--- config.mk ---
export PLATFORM = sky130hd
export DESIGN_NAME = itbu_top
export DESIGN_NICKNAME = d
export VERILOG_FILES = /design/src/hw/itbu_pkg.sv /design/src/hw/itbu_timebase.sv /design/src/hw/itbu_top.sv
export SDC_FILE = /design/constraint.sdc
export NUM_CORES = 1
export LEC_CHECK = 0
export BUFFER_PORTS_ARGS = -buffer_cell sky130_fd_sc_hd__buf_2
export CAP_MARGIN = 30
export CELL_PAD_IN_SITES_DETAIL_PLACEMENT = 1
export CELL_PAD_IN_SITES_GLOBAL_PLACEMENT = 2
export CORE_MARGIN = 2
export CORE_UTILIZATION = 31
export CTS_CLUSTER_DIAMETER = 150
export CTS_CLUSTER_SIZE = 8
export DETAILED_ROUTE_END_ITERATION = 10
export GPL_ROUTABILITY_DRIVEN = 0
export GPL_TIMING_DRIVEN = 0
export PLACE_DENSITY_LB_ADDON = 0.1
export SYNTH_ARGS = -nofsm -noshare
export SYNTH_HDL_FRONTEND = slang
export SYNTH_SLANG_ARGS = --single-unit
--- constraint.sdc ---
create_clock -name i_mclk -period 1.6 [get_ports i_mclk]
set_input_delay 0.08 -clock i_mclk [delete_from_list [all_inputs] [get_ports i_mclk]]
set_output_delay 0.08 -clock i_mclk [all_outputs]
set_load 0.05 [all_outputs]
--- src/hw/itbu_pkg.sv ---
/*
 * Package for the interrupt and time-base unit: APB register offsets, field
 * positions, reset values, source indices and interrupt vector codes.
 * Assumes a 32-bit APB with one register per aligned word.
 */
package itbu_pkg;

    // Register byte offsets
    localparam logic [7:0] ITBU_OFF_PSC0     = 8'h00;
    localparam logic [7:0] ITBU_OFF_PSC1     = 8'h04;
    localparam logic [7:0] ITBU_OFF_TBC0     = 8'h08;
    localparam logic [7:0] ITBU_OFF_TBC1     = 8'h0C;
    localparam logic [7:0] ITBU_OFF_ENABLE   = 8'h10;
    localparam logic [7:0] ITBU_OFF_FLAGS    = 8'h14;
    localparam logic [7:0] ITBU_OFF_FLAG_CLR = 8'h18;
    localparam logic [7:0] ITBU_OFF_FLAG_SET = 8'h1C;
    localparam logic [7:0] ITBU_OFF_STATUS   = 8'h20;

    // Field positions
    localparam int ITBU_TB_ON_BIT   = 7;
    localparam int ITBU_TB_PER_MSB  = 2;
    localparam int ITBU_SRC_MSB     = 1;
    localparam int ITBU_GIE_BIT     = 15;

    // Reset values
    localparam logic [1:0]  ITBU_SRC_RST    = 2'h0;
    localparam logic [7:0]  ITBU_TBC_RST    = 8'h00;
    localparam logic [15:0] ITBU_EN_RST     = 16'h0000;
    localparam logic [13:0] ITBU_FLAG_RST   = 14'h0000;

    // Prescaler source codes
    localparam logic [1:0] ITBU_SRC_SYS     = 2'h0;
    localparam logic [1:0] ITBU_SRC_SYS4    = 2'h1;

    // Timing counts
    localparam int ITBU_TB_MIN_EXP   = 8;
    localparam int ITBU_TB_CNT_W     = 16;
    localparam logic [1:0] ITBU_DIV4_LAST = 2'h3;

    // Request-flag indices (order is also the priority order, 0 highest)
    localparam int ITBU_NSRC   = 14;
    localparam int ITBU_F_SER  = 0;
    localparam int ITBU_F_UART = 1;
    localparam int ITBU_F_TB0  = 2;
    localparam int ITBU_F_TB1  = 3;
    localparam int ITBU_F_MF0  = 4;
    localparam int ITBU_F_MF1  = 5;
    localparam int ITBU_F_MF2  = 6;
    localparam int ITBU_F_T0A  = 7;
    localparam int ITBU_F_T0P  = 8;
    localparam int ITBU_F_T1A  = 9;
    localparam int ITBU_F_T1P  = 10;
    localparam int ITBU_F_LV   = 11;
    localparam int ITBU_F_NV   = 12;
    localparam int ITBU_F_SPR  = 13;

    // Vector codes
    localparam logic [2:0] ITBU_VEC_SER  = 3'h0;
    localparam logic [2:0] ITBU_VEC_UART = 3'h1;
    localparam logic [2:0] ITBU_VEC_TB0  = 3'h2;
    localparam logic [2:0] ITBU_VEC_TB1  = 3'h3;
    localparam logic [2:0] ITBU_VEC_MF0  = 3'h4;
    localparam logic [2:0] ITBU_VEC_MF1  = 3'h5;
    localparam logic [2:0] ITBU_VEC_MF2  = 3'h6;

endpackage

--- src/hw/itbu_timebase.sv ---
/*
 * One time-base generator: prescaler source select, free-running counter
 * and an overflow pulse at 2^(8+period) prescaler clocks.
 * Assumes the sub clock tick is already synchronised to i_mclk.
 */
`timescale 1ns/100ps
module itbu_timebase #(
    parameter int CNT_W = itbu_pkg::ITBU_TB_CNT_W
) (
    input  wire logic       i_mclk,
    input  wire logic       i_arst_n,
    input  wire logic [1:0] i_source,
    input  wire logic       i_on,
    input  wire logic [2:0] i_period,
    input  wire logic       i_sub_tick,
    output logic            o_overflow
);

    logic [1:0]       div4_reg;
    logic             tick;
    logic [CNT_W-1:0] count_reg;
    logic [CNT_W-1:0] mask;

    // Divide by four of the system clock
    always_ff @(posedge i_mclk or negedge i_arst_n) begin
        if (!i_arst_n) begin
            div4_reg <= 2'h0;
        end else begin
            div4_reg <= div4_reg + 2'h1;
        end
    end

    // Source select
    always_comb begin
        if (i_source[1]) begin
            tick = i_sub_tick;
        end else if (i_source == itbu_pkg::ITBU_SRC_SYS4) begin
            tick = (div4_reg == itbu_pkg::ITBU_DIV4_LAST);
        end else begin
            tick = 1'b1;
        end
    end

    // Period mask 2^(8+code)-1
    assign mask = CNT_W'((32'h1 << (itbu_pkg::ITBU_TB_MIN_EXP + 32'(i_period))) - 32'h1);

    // Counter runs while on, held at zero while off
    always_ff @(posedge i_mclk or negedge i_arst_n) begin
        if (!i_arst_n) begin
            count_reg <= '0;
        end else if (!i_on) begin
            count_reg <= '0;
        end else if (tick) begin
            count_reg <= count_reg + CNT_W'(1);
        end
    end

    // Overflow when the selected low bits wrap
    always_ff @(posedge i_mclk or negedge i_arst_n) begin
        if (!i_arst_n) begin
            o_overflow <= 1'b0;
        end else begin
            o_overflow <= i_on && tick && ((count_reg & mask) == mask);
        end
    end

endmodule // itbu_timebase

--- src/hw/itbu_top.sv ---
/*
 * Interrupt and time-base unit: two time-base generators, request flags,
 * multi-function grouping, priority vectoring, return handling and wake-up.
 * Assumes APB master on i_mclk, core handshake on i_mclk, peripheral event
 * inputs as one-cycle pulses on i_mclk, and the sub clock tick arriving
 * asynchronously as a level toggled by the sub oscillator.
 */
//
// Function
// - Second prescaler source: 00 system, 01 system/4, 1x sub clock.
// - First time-base control bit 7 enables generator zero; resets to zero.
// - Generator zero period is 2^(8+code) first-prescaler clocks.
// - Second time-base control bit 7 enables generator one; resets zero.
// - Generator one period is 2^(8+code) second-prescaler clocks.
// - Unimplemented control bits ignore writes and read zero.
// - Each timer has compare A and P flags feeding a group.
// - Timer request vectors only with global, own and group enables.
// - Grouped timer service clears global enable and group flag only.
// - Serial flag set on byte done, address match or bus time-out.
// - Serial service clears its flag and global enable; needs both enables.
// - UART request raised on any of six transfer conditions.
// - UART service clears its flag and global enable; needs both enables.
// - Low-supply flag sets on detect, grouped, needs three enables.
// - Low-supply service clears group flag and global enable only.
// - Write-done flag sets on cycle end; grouped; not auto-cleared.
// - Any flag rising wakes from sleep or idle regardless of enables.
// - A set flag stays set until serviced or cleared by software.
// - Vectoring only while the return stack is not full.
// - Entry pushes only the program counter.
// - Return-from-irq pops and sets global enable; plain return leaves it.
// - First prescaler source: 00 system, 01 system/4, 1x sub clock.
// - Time-base overflow sets its flag; service clears flag and global enable.
// - Group flag sets whenever any member flag becomes set.
`timescale 1ns/100ps
module itbu_top (
    input  wire logic        i_mclk,
    input  wire logic        i_arst_n,
    // APB slave
    input  wire logic        i_psel,
    input  wire logic        i_penable,
    input  wire logic        i_pwrite,
    input  wire logic [7:0]  i_paddr,
    input  wire logic [31:0] i_pwdata,
    output logic [31:0]      o_prdata,
    output logic             o_pready,
    output logic             o_pslverr,
    // Sub clock tick level (asynchronous)
    input  wire logic        i_sub_clock,
    // Peripheral events, one-cycle pulses
    input  wire logic [5:0]  i_serial_events,
    input  wire logic [5:0]  i_uart_events,
    input  wire logic        i_timer0_match_a,
    input  wire logic        i_timer0_match_p,
    input  wire logic        i_timer1_match_a,
    input  wire logic        i_timer1_match_p,
    input  wire logic        i_low_supply,
    input  wire logic        i_nv_write_done,
    // Processor core
    input  wire logic        i_stack_full,
    input  wire logic        i_irq_ack,
    input  wire logic        i_return_from_irq,
    input  wire logic        i_return_plain,
    output logic             o_irq_req,
    output logic [2:0]       o_irq_vector,
    output logic             o_push_pc,
    output logic             o_pop_pc,
    output logic             o_wake
);

    localparam int N = itbu_pkg::ITBU_NSRC;

    logic [1:0]   psc0_src_reg;
    logic [1:0]   psc1_src_reg;
    logic [7:0]   tbc0_reg;
    logic [7:0]   tbc1_reg;
    logic [15:0]  enable_reg;
    logic [N-1:0] flags_reg;
    logic [N-1:0] flags_next;
    logic [N-1:0] set_evt;
    logic [N-1:0] clr_sw;
    logic [N-1:0] clr_svc;
    logic [N-1:0] prev_flags_reg;
    logic         gie_reg;
    logic [2:0]   sub_sync_reg;
    logic         sub_tick;
    logic         tb0_ovf;
    logic         tb1_ovf;
    logic         wr_en;
    logic         rd_en;
    logic         addr_ok;
    logic [6:0]   grp_pend;
    logic         pending;
    logic [2:0]   win_vec;

    // Bit position of a register field within 32-bit write data
    function automatic logic bit_of(input logic [31:0] d, input int pos);
        bit_of = d[pos];
    endfunction

    // Address decode used only for the slave error response
    function automatic logic is_mapped(input logic [7:0] a);
        is_mapped = (a == itbu_pkg::ITBU_OFF_PSC0) || (a == itbu_pkg::ITBU_OFF_PSC1) ||
                    (a == itbu_pkg::ITBU_OFF_TBC0) || (a == itbu_pkg::ITBU_OFF_TBC1) ||
                    (a == itbu_pkg::ITBU_OFF_ENABLE) || (a == itbu_pkg::ITBU_OFF_FLAGS) ||
                    (a == itbu_pkg::ITBU_OFF_FLAG_CLR) || (a == itbu_pkg::ITBU_OFF_FLAG_SET) ||
                    (a == itbu_pkg::ITBU_OFF_STATUS);
    endfunction

    // APB answers in the first access cycle
    assign o_pready  = 1'b1;
    assign addr_ok   = is_mapped(i_paddr);
    assign wr_en     = i_psel && i_penable && i_pwrite;
    assign rd_en     = i_psel && !i_pwrite;
    assign o_pslverr = i_psel && i_penable && !addr_ok;

    // Sub clock synchroniser and edge pulse
    always_ff @(posedge i_mclk or negedge i_arst_n) begin
        if (!i_arst_n) begin
            sub_sync_reg <= 3'h0;
        end else begin
            sub_sync_reg <= {sub_sync_reg[1:0], i_sub_clock};
        end
    end
    assign sub_tick = sub_sync_reg[1] && !sub_sync_reg[2];

    // Prescaler source registers, two bits implemented
    always_ff @(posedge i_mclk or negedge i_arst_n) begin
        if (!i_arst_n) begin
            psc0_src_reg <= itbu_pkg::ITBU_SRC_RST;
            psc1_src_reg <= itbu_pkg::ITBU_SRC_RST;
        end else if (wr_en && i_paddr == itbu_pkg::ITBU_OFF_PSC0) begin
            psc0_src_reg <= i_pwdata[itbu_pkg::ITBU_SRC_MSB:0];
        end else if (wr_en && i_paddr == itbu_pkg::ITBU_OFF_PSC1) begin
            psc1_src_reg <= i_pwdata[itbu_pkg::ITBU_SRC_MSB:0];
        end
    end

    // Time-base control registers keep only bit 7 and bits 2..0
    always_ff @(posedge i_mclk or negedge i_arst_n) begin
        if (!i_arst_n) begin
            tbc0_reg <= itbu_pkg::ITBU_TBC_RST;
            tbc1_reg <= itbu_pkg::ITBU_TBC_RST;
        end else if (wr_en && i_paddr == itbu_pkg::ITBU_OFF_TBC0) begin
            tbc0_reg <= {bit_of(i_pwdata, itbu_pkg::ITBU_TB_ON_BIT), 4'h0,
                         i_pwdata[itbu_pkg::ITBU_TB_PER_MSB:0]};
        end else if (wr_en && i_paddr == itbu_pkg::ITBU_OFF_TBC1) begin
            tbc1_reg <= {bit_of(i_pwdata, itbu_pkg::ITBU_TB_ON_BIT), 4'h0,
                         i_pwdata[itbu_pkg::ITBU_TB_PER_MSB:0]};
        end
    end

    // Generator zero on the first prescaler
    itbu_timebase u_tb0 (
        .i_mclk     (i_mclk),
        .i_arst_n   (i_arst_n),
        .i_source   (psc0_src_reg),
        .i_on       (tbc0_reg[itbu_pkg::ITBU_TB_ON_BIT]),
        .i_period   (tbc0_reg[itbu_pkg::ITBU_TB_PER_MSB:0]),
        .i_sub_tick (sub_tick),
        .o_overflow (tb0_ovf)
    );

    // Generator one on the second prescaler
    itbu_timebase u_tb1 (
        .i_mclk     (i_mclk),
        .i_arst_n   (i_arst_n),
        .i_source   (psc1_src_reg),
        .i_on       (tbc1_reg[itbu_pkg::ITBU_TB_ON_BIT]),
        .i_period   (tbc1_reg[itbu_pkg::ITBU_TB_PER_MSB:0]),
        .i_sub_tick (sub_tick),
        .o_overflow (tb1_ovf)
    );

    // Enable register: one bit per flag index, global enable kept apart
    always_ff @(posedge i_mclk or negedge i_arst_n) begin
        if (!i_arst_n) begin
            enable_reg <= itbu_pkg::ITBU_EN_RST;
        end else if (wr_en && i_paddr == itbu_pkg::ITBU_OFF_ENABLE) begin
            enable_reg <= {2'h0, i_pwdata[N-1:0]};
        end
    end

    // Hardware set events per flag
    always_comb begin
        set_evt = '0;
        set_evt[itbu_pkg::ITBU_F_SER]  = |i_serial_events;
        set_evt[itbu_pkg::ITBU_F_UART] = |i_uart_events;
        set_evt[itbu_pkg::ITBU_F_TB0]  = tb0_ovf;
        set_evt[itbu_pkg::ITBU_F_TB1]  = tb1_ovf;
        set_evt[itbu_pkg::ITBU_F_T0A]  = i_timer0_match_a;
        set_evt[itbu_pkg::ITBU_F_T0P]  = i_timer0_match_p;
        set_evt[itbu_pkg::ITBU_F_T1A]  = i_timer1_match_a;
        set_evt[itbu_pkg::ITBU_F_T1P]  = i_timer1_match_p;
        set_evt[itbu_pkg::ITBU_F_LV]   = i_low_supply;
        set_evt[itbu_pkg::ITBU_F_NV]   = i_nv_write_done;
        // Group flags set when a member flag rises
        set_evt[itbu_pkg::ITBU_F_MF0]  = (flags_reg[itbu_pkg::ITBU_F_T0A] && !prev_flags_reg[itbu_pkg::ITBU_F_T0A]) ||
                                         (flags_reg[itbu_pkg::ITBU_F_T0P] && !prev_flags_reg[itbu_pkg::ITBU_F_T0P]);
        set_evt[itbu_pkg::ITBU_F_MF1]  = (flags_reg[itbu_pkg::ITBU_F_T1A] && !prev_flags_reg[itbu_pkg::ITBU_F_T1A]) ||
                                         (flags_reg[itbu_pkg::ITBU_F_T1P] && !prev_flags_reg[itbu_pkg::ITBU_F_T1P]);
        set_evt[itbu_pkg::ITBU_F_MF2]  = (flags_reg[itbu_pkg::ITBU_F_LV] && !prev_flags_reg[itbu_pkg::ITBU_F_LV]) ||
                                         (flags_reg[itbu_pkg::ITBU_F_NV] && !prev_flags_reg[itbu_pkg::ITBU_F_NV]);
        if (wr_en && i_paddr == itbu_pkg::ITBU_OFF_FLAG_SET) begin
            set_evt = set_evt | i_pwdata[N-1:0];
        end
    end

    // Member flags gated by own enable, grouped by group enable
    always_comb begin
        grp_pend = '0;
        grp_pend[0] = flags_reg[itbu_pkg::ITBU_F_SER]  && enable_reg[itbu_pkg::ITBU_F_SER];
        grp_pend[1] = flags_reg[itbu_pkg::ITBU_F_UART] && enable_reg[itbu_pkg::ITBU_F_UART];
        grp_pend[2] = flags_reg[itbu_pkg::ITBU_F_TB0]  && enable_reg[itbu_pkg::ITBU_F_TB0];
        grp_pend[3] = flags_reg[itbu_pkg::ITBU_F_TB1]  && enable_reg[itbu_pkg::ITBU_F_TB1];
        grp_pend[4] = flags_reg[itbu_pkg::ITBU_F_MF0]  && enable_reg[itbu_pkg::ITBU_F_MF0] &&
                      ((flags_reg[itbu_pkg::ITBU_F_T0A] && enable_reg[itbu_pkg::ITBU_F_T0A]) ||
                       (flags_reg[itbu_pkg::ITBU_F_T0P] && enable_reg[itbu_pkg::ITBU_F_T0P]));
        grp_pend[5] = flags_reg[itbu_pkg::ITBU_F_MF1]  && enable_reg[itbu_pkg::ITBU_F_MF1] &&
                      ((flags_reg[itbu_pkg::ITBU_F_T1A] && enable_reg[itbu_pkg::ITBU_F_T1A]) ||
                       (flags_reg[itbu_pkg::ITBU_F_T1P] && enable_reg[itbu_pkg::ITBU_F_T1P]));
        grp_pend[6] = flags_reg[itbu_pkg::ITBU_F_MF2]  && enable_reg[itbu_pkg::ITBU_F_MF2] &&
                      ((flags_reg[itbu_pkg::ITBU_F_LV] && enable_reg[itbu_pkg::ITBU_F_LV]) ||
                       (flags_reg[itbu_pkg::ITBU_F_NV] && enable_reg[itbu_pkg::ITBU_F_NV]));
    end

    // Fixed priority, lowest index wins
    always_comb begin
        win_vec = itbu_pkg::ITBU_VEC_MF2;
        for (int k = 6; k >= 0; k--) begin
            if (grp_pend[k]) begin
                win_vec = 3'(k);
            end
        end
    end

    // Request to the core
    assign pending   = (|grp_pend) && gie_reg && !i_stack_full;
    assign o_irq_req = pending;
    assign o_push_pc = pending && i_irq_ack;
    assign o_pop_pc  = i_return_from_irq || i_return_plain;

    // Vector flop loads the winner every cycle, the MF2 code while none pending
    always_ff @(posedge i_mclk or negedge i_arst_n) begin
        if (!i_arst_n) begin
            o_irq_vector <= itbu_pkg::ITBU_VEC_SER;
        end else begin
            o_irq_vector <= win_vec;
        end
    end

    // Service clears: own flag for direct vectors, group flag only for groups
    always_comb begin
        clr_svc = '0;
        if (pending && i_irq_ack) begin
            case (o_irq_vector)
                itbu_pkg::ITBU_VEC_SER:  clr_svc[itbu_pkg::ITBU_F_SER]  = 1'b1;
                itbu_pkg::ITBU_VEC_UART: clr_svc[itbu_pkg::ITBU_F_UART] = 1'b1;
                itbu_pkg::ITBU_VEC_TB0:  clr_svc[itbu_pkg::ITBU_F_TB0]  = 1'b1;
                itbu_pkg::ITBU_VEC_TB1:  clr_svc[itbu_pkg::ITBU_F_TB1]  = 1'b1;
                itbu_pkg::ITBU_VEC_MF0:  clr_svc[itbu_pkg::ITBU_F_MF0]  = 1'b1;
                itbu_pkg::ITBU_VEC_MF1:  clr_svc[itbu_pkg::ITBU_F_MF1]  = 1'b1;
                itbu_pkg::ITBU_VEC_MF2:  clr_svc[itbu_pkg::ITBU_F_MF2]  = 1'b1;
                default:                 clr_svc = '0;
            endcase
        end
    end

    // Software clear through write-one-to-clear
    assign clr_sw = (wr_en && i_paddr == itbu_pkg::ITBU_OFF_FLAG_CLR) ? i_pwdata[N-1:0] : '0;

    // Flags are sticky; set wins over any clear
    assign flags_next = (flags_reg & ~(clr_sw | clr_svc)) | set_evt;

    always_ff @(posedge i_mclk or negedge i_arst_n) begin
        if (!i_arst_n) begin
            flags_reg      <= itbu_pkg::ITBU_FLAG_RST;
            prev_flags_reg <= itbu_pkg::ITBU_FLAG_RST;
        end else begin
            flags_reg      <= flags_next;
            prev_flags_reg <= flags_reg;
        end
    end

    // Global enable: cleared on entry, set by return-from-irq or software
    always_ff @(posedge i_mclk or negedge i_arst_n) begin
        if (!i_arst_n) begin
            gie_reg <= 1'b0;
        end else if (pending && i_irq_ack) begin
            gie_reg <= 1'b0;
        end else if (i_return_from_irq) begin
            gie_reg <= 1'b1;
        end else if (wr_en && i_paddr == itbu_pkg::ITBU_OFF_ENABLE) begin
            gie_reg <= bit_of(i_pwdata, itbu_pkg::ITBU_GIE_BIT);
        end
    end

    // Wake on any flag rising, enables ignored
    always_ff @(posedge i_mclk or negedge i_arst_n) begin
        if (!i_arst_n) begin
            o_wake <= 1'b0;
        end else begin
            o_wake <= |(flags_next & ~flags_reg);
        end
    end

    // Read data mux, unmapped reads zero
    always_ff @(posedge i_mclk or negedge i_arst_n) begin
        if (!i_arst_n) begin
            o_prdata <= 32'h0000_0000;
        end else if (rd_en && !i_penable) begin
            case (i_paddr)
                itbu_pkg::ITBU_OFF_PSC0:   o_prdata <= {30'h0000_0000, psc0_src_reg};
                itbu_pkg::ITBU_OFF_PSC1:   o_prdata <= {30'h0000_0000, psc1_src_reg};
                itbu_pkg::ITBU_OFF_TBC0:   o_prdata <= {24'h00_0000, tbc0_reg};
                itbu_pkg::ITBU_OFF_TBC1:   o_prdata <= {24'h00_0000, tbc1_reg};
                itbu_pkg::ITBU_OFF_ENABLE: o_prdata <= {16'h0000, gie_reg, enable_reg[14:0]};
                itbu_pkg::ITBU_OFF_FLAGS:  o_prdata <= {18'h0_0000, flags_reg};
                itbu_pkg::ITBU_OFF_STATUS: o_prdata <= {28'h000_0000, pending, win_vec};
                default:                   o_prdata <= 32'h0000_0000;
            endcase
        end
    end

endmodule // itbu_top

# Word-level counts from Yosys, hierarchy flattened
# Index checks and enable logic that the tools add are counted.
[word_totals]
register_bits = 131
latch_bits = 0
ramBits = 0
mem_bits_ro = 0
elab_cells = 166
memories = 0
[op_classes]
addsub = 8
mul = 0
div_mod_pow = 0
order_cmp = 0
eq_ne = 22
shifts = 2
muxes = 28
bitwise_logic = 11
reduce_logical = 77
[op_table]
columns = ["op", "count"]
rows = [
  ["one-hot mux 16 bit (7 select lines)", 1],
  ["2-to-1 mux 16 bit", 4],
  ["left shift 1 x 32 -> 16 bit, first input constant", 2],
  ["logical AND 1 bit", 42],
  ["adder 16 x 1 -> 16 bit, second input constant", 2],
  ["AND 16 bit", 2],
  ["equality test 16 bit", 2],
  ["equality test 8 x 5 -> 1 bit, second input constant", 4],
  ["subtractor 16 x 1 -> 16 bit, second input constant", 2],
  ["AND 14 bit", 2],
  ["2-to-1 mux 14 bit", 2],
  ["inverter 14 bit", 2],
  ["bitwise OR 14 bit", 2],
  ["equality test 8 x 4 -> 1 bit, second input constant", 2],
  ["logical OR 1 bit", 15],
  ["2-to-1 mux 3 bit", 5],
  ["2-to-1 mux 1 bit", 14],
  ["bitwise OR 13 x 14 -> 14 bit", 1],
  ["OR reduction 14 bit", 1],
  ["OR reduction 6 bit", 2],
  ["logical NOT 1 bit", 11],
  ["adder 4 x 3 -> 5 bit, first input constant", 2],
  ["equality test 3 bit, second input constant", 3],
  ["equality test 8 x 3 -> 1 bit, second input constant", 1],
  ["other kinds (15)", 22],
]

# Logic depth before layout (Yosys ltp)
# Gate-level depths: netlist of run 1.
[depth]
ltp_word = 14
mapped_depth = 8
mapped_depth_nobuf = 7

# Modules after synthesis
# A second synthesis of run 1 with hierarchy kept.
[unflattened]
hier_cells = 573
area_unflattened_um2 = 5729.2
[by_module_without_submodules]
columns = ["module", "instances", "cells_each", "area_each_um2", "seq_area_each_um2"]
rows = [
  ["itbu_top", 1, 347, 3564.7, 1726.7],
  ["itbu_timebase", 2, 113, 1082.3, 450.4],
]

# Worst setup path after synthesis of run 1
# OpenSTA, ideal clock, no wires.
[synth_timing]
kind = "register to register"
startpoint = "register flags_reg[7]"
endpoint = "register gie_reg"
arrival_time_ns = 2.031
slack_ns = -0.513
stages_incl_launch_ff = 7
n_path_buf = 0
cell_sequence = "dfrtp_1 > a22oi_1 > o22ai_1 > o21ai_1 > inv_1 > and2_1 > a21oi_1"
[synth_between]
elab_chain_len = 8
elab_cells_between_ends = 9
[synth_lines]
columns = ["item", "line", "source"]
rows = [
  ["start: declaration", "itbu_top.sv:77", "logic [N-1:0] flags_reg;"],
  ["start signal: assignment", "itbu_top.sv:276", "flags_reg <= itbu_pkg::ITBU_FLAG_RST;"],
  ["start signal: assignment", "itbu_top.sv:279", "flags_reg <= flags_next;"],
  ["logical AND 1 bit (*)", "itbu_top.sv:216", "((flags_reg[itbu_pkg::ITBU_F_T0A] && enable_reg[itbu_pkg::ITBU_F_T0A]) ||"],
  ["logical OR 1 bit (*)", "itbu_top.sv:216", ""],
  ["logical AND 1 bit (*)", "itbu_top.sv:215", "grp_pend[4] = flags_reg[itbu_pkg::ITBU_F_MF0] && enable_reg[itbu_pkg::ITBU_F_MF0] &&"],
  ["OR reduction 7 bit (*)", "itbu_top.sv:237", "assign pending = (|grp_pend) && gie_reg && !i_stack_full;"],
  ["logical AND 1 bit (*) (2 in a row)", "itbu_top.sv:237", ""],
  ["via o_irq_req", "itbu_top.sv:63", "output logic o_irq_req,"],
  ["logical AND 1 bit (*)", "--", ""],
  ["via o_push_pc", "itbu_top.sv:65", "output logic o_push_pc,"],
  ["nonzero test 3 bit (no source line) or 2-to-1 mux 1 bit (tied branches)", "--", ""],
  ["end signal: assignment", "itbu_top.sv:293", "gie_reg <= bit_of(i_pwdata, itbu_pkg::ITBU_GIE_BIT);"],
  ["end: declaration", "itbu_top.sv:83", "logic gie_reg;"],
]
# The timed path passes the listed nets; every way through them passes the cells marked *.
# A chain may end at the register's enable or synchronous reset.

# Worst setup path after layout of run 1
[layout_timing]
startpoint = "register flags_reg[0]"
endpoint = "output o_push_pc"
[layout_between]
elab_chain_len = 5
[layout_lines]
columns = ["item", "line", "source"]
rows = [
  ["logical AND 1 bit", "itbu_top.sv:211", "grp_pend[0] = flags_reg[itbu_pkg::ITBU_F_SER] && enable_reg[itbu_pkg::ITBU_F_SER];"],
  ["OR reduction 7 bit", "itbu_top.sv:237", ""],
  ["logical AND 1 bit (2 in a row)", "itbu_top.sv:237", ""],
  ["logical AND 1 bit", "itbu_top.sv:239", "assign o_push_pc = pending && i_irq_ack;"],
  ["end: declaration", "itbu_top.sv:65", ""],
]
# No other way between the ends.

==> metrics.md, run 1 <==
| Metric | Value |
|---|---|
| Worst vdd ir | `0.0005640 V` |
| Worst slack at placement | `-531.1 ps` |
| Top post-synthesis cells by count | `dfrtp_1 (105), nand2_1 (80), o21ai_0 (32)` |
| Startpoint Class | `register` |
| Synth Instances | `557` |
| Leading post-synthesis cells by cell area | `dfrtp_1 (47%), nand2_1 (5.4%), mux2_2 (5.1%)` |
| Fillers | `2006` |
| Die area | `18980 µm²` |
| Slew headroom | `between 60% and 70%` |
| # nets final | `just under 800` |
| Share of layout cells above drive strength 1 | `approximately two fifths` |
| Pwr Density | `731.8 nW/µm²` |
| Pin count of the biggest net entering global routing | `69` |
| N_diodes | `0` |
| Setup TNS | `-1924 ps` |
| Maxcap violations | `0` |
| Final ANT Viol Nets | `0` |
| Boundary pin count | `109` |
| Worst-case clock skew | `11.24 ps` |
| Critical-path top delay cell | `dfrtp_1` |
| Main synth FF type | `dfrtp_1` |
| Core ar. | `17420 µm²` |
| Period utilization | `111.8%` |
| WL final | `between 15 and 20 mm` |
| Post-synth top area share | `47.36%` |
| Fin worst setup slack | `-189.5 ps` |
| Area leader, netlist | `dfrtp_1` |
| Critical path, cell by cell | `a22oi_2 -> o211ai_1 -> o21ai_2 -> inv_2 -> and2_4 -> buf_8` |
| Clock transition at the registers of the reported paths | `80 ps` |
| Tot GR Track Use | `18.77%` |
| Worst Path Required | `1520 ps` |
| EDFF count, synth | `0` |
| Wire per inst | `18.24 µm` |
| DRT iter0 DRCs | `roughly 150` |
| First-pass GRT wire length | `27.17 mm` |
| Root Buffer | `clkbuf_16` |
| Fmax | `~560 MHz` |
| Most common cell in the netlist | `dfrtp_1` |
| Count of input and output buffers | `72` |
| Failing checks | `setup timing` |
| Placed Instances | `871` |
| TritonCTS Buffers | `9` |
| Average cell area after synthesis | `9.960 µm²` |
| Vias/cell | `5.019` |
| Vias in the first global route | `5009` |
| Post-layout utilization of the core | `43.91%` |
| Crit Path Class | `reg -> out` |
| #FFs+latches synth | `~110` |
| Clk sinks | `~110` |
| Synth cell types | `66` |
| Final Hold Viols | `0` |
| Tmin final | `between 1500 and 2000 ps` |
| Status | `finished, violations left` |
| Tot Pwr | `roughly 5.6 mW` |
| Number of iterations in the first detailed-routing pass | `4` |
| Final Slew Violations | `0` |
| CTS tree | `yes` |
| Gr ovfl total | `0` |
| Unrepaired setup endpoints after global routing | `true` |
| Synth async-reset ratio | `100.0%` |
| Synthesized area | `between 5000 and 6000 µm²` |
| HP Class | `in -> reg` |
| Critical path capture point type | `primary output` |
| Die width | `between 100 and 150 µm` |
| DP HPWL | `12.24 mm` |
| Htree depth | `3` |
| Critical path's top delay family | `compound AO/OA/AOI/OAI gates` |
| Clk buf depth | `2` |
| CP bufs+invs | `2` |
| Worst-Skew Late Latency | `around 360 ps` |
| Seq/Total Area, Yosys | `47.36%` |
| Initial antenna violation count | `0` |
| Slew @ Worst Pin | `542.6 ps` |
| Initial Util | `31.85%` |
| Synth Warn # | `0` |
| DRC | `0` |
| Arrival @ worst endpoint | `1710 ps` |
| Final setup viols | `22` |
| Site Rows | `48` |
| Die Y | `approximately 140 µm` |
| Final std cells w/o fill | `946` |
| CP max FO | `5` |
| Leakage | `roughly 3.4 nW` |
| Routed via count | `4748` |
| Worst path max stage delay | `430 ps` |
| Synth-to-Final Area Change | `37.84%` |
==> routing by layer <==
metal  global-route usage [%]  routed length [µm]
met3                    3.054                 523
met2                    33.53                8830
met4                    4.138                 235
met5                        0                   0
met1                    23.81                7664
==> stage by stage <==
step                instance area [µm²]  hold slack, ps
finish                             7647           14.91
global placement                   6352           190.5
detailed placement                 6382           98.60
floorplan                          5710          -215.6
CTS                                7256           3.135
global route                       7647           9.925
==> power breakdown <==
group | switching, mW | total, mW | internal, mW
sequential | 0.0337 | 2.71 | 2.68
combinational | 0.362 | 0.573 | 0.211
clock | 1.09 | 2.31 | 1.23
==> cell families (layout without fill, tap and decap cells) <==
logic type	count (synthesis)	after routing	synth area share, %
AND/OR/NAND/NOR	208	208	19.71
AO/OA/AOI/OAI	118	118	15.22
flip-flops	105	105	47.36
buffers and inverters	59	207	5.638
multiplexers	30	30	5.977
XOR/XNOR	28	28	4.420
adder cells (fa/ha/maj)	7	7	1.534
other	2	18	0.1354
==> timing repair <==
item / 4_1_cts / 5_1_grt
gates cloned: 0 / 0
hold buffers: 11 / 0
setup endpoints to repair: 58 / 59
resized for setup: 64 / 52
endpoints found under the hold margin: 47 / 0
pin swaps: 34 / 35
buffers inserted: 29 / 22
==> area by class of cell <==
| cell class | count | area, µm² | area share, % |
|---|---|---|---|
| multi-input cells | 409 | 3157 | 41.28 |
| clock buffers | 9 | 225.2 | 2.945 |
| flip-flops and latches | 105 | 2646 | 34.60 |
| repair buffers | 134 | 933.4 | 12.21 |
| well taps | 225 | 281.5 | 3.681 |
| inverters | 25 | 93.84 | 1.227 |
| clock inverters | 7 | 76.32 | 0.9980 |
| plain buffers | 32 | 234.0 | 3.060 |
==> cell usage in the layout, fill, tap and decap left out, drive strengths merged, types with 11 or more instances in the layout <==
cell type and instances:
xor2 11, a21oi 16, and2 29, buf 148, dlygate4sd3 11, dfrtp 105, nand3 14, inv 27
clkbuf 16, conb 18, xnor2 17, a22oi 20, nand2 80, mux2 25, o21ai 33, nor2 21
==> final timing paths <==
| kind | start | end | slack [ps] | cells past startpoint |
|---|---|---|---|---|
| max | flags_reg[0] | o_push_pc | -190 | 6 |
| min reg2reg | sub_sync_reg[0] | sub_sync_reg[1] | 350 | 0 |
| max in group asynchronous | i_arst_n | tbc0_reg[1] | 600 | 3 |
| min | i_pwdata[1] | flags_reg[1] | 10 | 3 |
| max reg2reg | u_tb0.div4_reg[0] | u_tb0.count_reg[12] | -180 | 7 |
| min in group asynchronous | i_arst_n | o_prdata[9] | 240 | 2 |
==> worst min-delay path, delay by kind of cell <==
kind                   cells  cell delay [ps]
AOI/OAI and AO/OA          2              130
buffers and inverters      1              130
(Power assumes the default switching activity.)
==> run 2, diff against run 1 <==
--- a/config.mk
+++ b/config.mk
@@ -16,7 +16,9 @@
 export DETAILED_ROUTE_END_ITERATION = 10
 export GPL_ROUTABILITY_DRIVEN = 0
 export GPL_TIMING_DRIVEN = 0
+export HOLD_SLACK_MARGIN = 0.05
 export PLACE_DENSITY_LB_ADDON = 0.1
+export RECOVER_POWER = 50
 export SYNTH_ARGS = -nofsm -noshare
 export SYNTH_HDL_FRONTEND = slang
 export SYNTH_SLANG_ARGS = --single-unit
==> metrics.md, run 2 (same netlist as run 1, synthesis figures left out) <==
| Metric | Value |
|---|---|
| Die area | `18980 µm² (unchanged)` |
| Pwr Density | `726.8 nW/µm² (-0.69%)` |
| Fmax | `560.4 MHz (+0.29%)` |
| Root Buffer | `clkbuf_16` |
| Hold Crit Endpoint | `o_wake` |
| Worst path max stage delay | `450 ps (+20 ps)` |
| Die Y | `137.8 µm (unchanged)` |
| Register area | `2643 µm² (-0.14%)` |
| Most frequent cells in the layout | `dfrtp_1 (93), nand2_1 (75), buf_4 (61), buf_2 (54)` |
| Sw frac | `26.31% (-0.15 points)` |
| Core ar. | `17420 µm² (unchanged)` |
| Commonest non-fill, non-tap cell in the layout | `dfrtp_1` |
| Slew @ Worst Pin | `1027 ps (+484.3 ps)` |
| Hold_sp | `i_low_supply` |
| Clock power share | `41.1% (-0.2 points)` |
| Initial antenna violation count | `0 (unchanged)` |
| Logic pwr share | `10.5% (+0.3 points)` |
| Final Hold Viols | `0 (unchanged)` |
| Critical path, cell by cell | `a22oi_2 -> o211ai_1 -> o21ai_2 -> inv_2 -> and2_4 -> buf_8` |
| Vias in the first global route | `5075 (+1.3%)` |
| Placed Area | `6382 µm² (unchanged)` |
| Arrival @ worst endpoint | `1700 ps (about the same)` |
| Count of input and output buffers | `72 (unchanged)` |
| # nets final | `800 (+1.3%)` |
| Tot Pwr | `5.602 mW (+0.11%)` |
| Tmin final | `1784 ps (-5.125 ps)` |
| Tot GR Track Use | `18.96% (+0.20 points)` |
| Final std cells w/o fill | `957 (+1.2%)` |
| Status | `finished, violations left` |
| NetSw | `1.474 mW (-0.48%)` |
| Slew headroom | `31.54% (-32 points)` |
| FF-to-FF setup slack | `-180 ps (about the same)` |
| Post-layout utilization of the core | `44.26% (+0.35 points)` |
| Final ANT Viol Nets | `0 (unchanged)` |
| HP Class | `in -> reg` |
| CP max FO | `5 (unchanged)` |
| Boundary pin count | `109 (unchanged)` |
| Vias/cell | `5.004 (-0.30%)` |
| Fillers | `2005 (-0.050%)` |
| WL final | `17.40 mm (+0.85%)` |
| Internal power | `4.128 mW (+0.32%)` |
| DRT iter0 DRCs | `157 (+1.9%)` |
| Worst-Skew Late Latency | `350 ps (about the same)` |
| Clk buf depth | `2 (unchanged)` |
| Initial Util | `31.85% (unchanged)` |
| Worst r2r src | `u_tb0.div4_reg[0]` |
| Htree depth | `3 (unchanged)` |
| Wire per inst | `18.18 µm (-0.31%)` |
| Worst-case clock skew | `9.854 ps (-1.388 ps)` |
| Placed Instances | `871 (unchanged)` |
| Worst vdd ir | `0.0005568 V (-1.3%)` |
| Final setup viols | `23 (+4.5%)` |
| Number of iterations in the first detailed-routing pass | `4 (unchanged)` |
| Cell area after layout | `7709 µm² (+0.80%)` |
| Unrepaired setup endpoints after global routing | `true` |
| Critical-path top delay cell | `dfrtp_1` |
| Failing checks | `setup timing` |
| Clock transition at the registers of the reported paths | `80 ps (about the same)` |
| Maxcap violations | `0 (unchanged)` |
| Site Rows | `48 (unchanged)` |
| Startpoint Class | `register` |
| Clk sinks | `105 (unchanged)` |
| Routed via count | `4789 (+0.86%)` |
| Capturing point of the worst reg2reg path | `u_tb0.count_reg[12]` |
| Gr ovfl total | `0 (unchanged)` |
| DP HPWL | `12.24 mm (unchanged)` |
| Share of power burned in registers | `48.4% (about the same)` |
| First-pass GRT wire length | `27.46 mm (+1.1%)` |
| Synth-to-Final Area Change | `38.95%` |
| Pin count of the biggest net entering global routing | `69 (unchanged)` |
| Fin worst setup slack | `-184.4 ps (+5.125 ps)` |
| Crit Path Class | `reg -> out` |
| Critical path capture point type | `primary output` |
| Worst Path Required | `1520 ps (about the same)` |
| TritonCTS Buffers | `9 (unchanged)` |
| Leakage | `3.340 nW (-1.1%)` |
| CTS tree | `yes` |
| Period utilization | `111.5% (-0.32 points)` |
| Share of layout cells above drive strength 1 | `35.84% (-3.4 points)` |
| Area occupied by multi-input gates | `3157 µm² (unchanged)` |
| Final Slew Violations | `0 (unchanged)` |
| DRC | `0 (unchanged)` |
| Worst hold path depth | `3 (unchanged)` |
| Die width | `137.8 µm (unchanged)` |
| Reg2reg path depth | `7 (unchanged)` |
| Setup TNS | `-1993 ps (-69.92 ps)` |
run 2: cell count changes in the layout (fill, tap and decap cells not counted), sizes merged:
| cell | before | now |
|---|---|---|
| buf | 148 | 128 |
| clkbuf | 16 | 36 |
| diode | 0 | 1 |
| dlygate4sd3 | 11 | 21 |
run 2: through the flow:
stage / setup slack [ps] / hold slack (ps)
after floorplan: -70.42 / -215.6
after global placement: -1059 / 190.5
after detailed placement: -531.1 / 98.60
after CTS: -205.9 / 55.87
after global routing: -298.3 / 70.31
final: -184.4 / 58.77
run 2: power by group through the flow:
stage / combinational, mW / sequential [mW] / clock, mW
6_report: 0.590 / 2.71 / 2.30
5_1_grt: 0.646 / 2.71 / 2.48
4_1_cts: 0.563 / 2.71 / 2.38
3_5_place_dp: 0.485 / 2.76 / 0
3_3_place_gp: 0.468 / 2.76 / 0
2_1_floorplan: 0.270 / 2.76 / 0
run 2: worst max-delay path: cells and delay by family, from the launching register on:
kind	cells	cell delay (ps)
flops	1	450
compound gates	3	550
buf+inv	2	200
simple gates	1	140
run 2: per-layer routing:
layer	global-route usage (%)	vias up	share of wire, %
met5	0	-	0
met4	4.138	0	1.1
met3	3.017	12	2.7
met2	33.97	83	52
met1	24.04	2403	45
li1	-	2291	-
run 2: worst max-delay path by stage:
stage	startpoint	end	slack, ps	cells after the start
3_5_place_dp	i_paddr[3]	o_prdata[9]	-530	7
4_1_cts	enable_reg[9]	o_push_pc	-210	6
6_report	flags_reg[11]	o_push_pc	-180	6
3_3_place_gp	i_arst_n	psc1_src_reg[1]	-1060	1
2_1_floorplan	flags_reg[2]	gie_reg	-70	6
5_1_grt	flags_reg[2]	o_push_pc	-300	6
run 2: what timing repair did:
item / CTS / global route
pin swaps: 34 / 35
gates resized for setup: 64 / 52
hold buffers: 21 / 0
buffers inserted: 29 / 22
setup endpoints to repair: 58 / 59
endpoints found under the hold margin: 63 / 0
run 2: cell type report:
class / instances / area share (%)
multi-input combinational: 409 / 40.95
sequential: 105 / 34.28
timing repair buffer: 144 / 12.92
tap: 225 / 3.652
buffer: 32 / 3.035
clock buffer: 9 / 2.922
inverter: 25 / 1.217
clock inverter: 7 / 0.9901
antenna: 1 / 0.03246
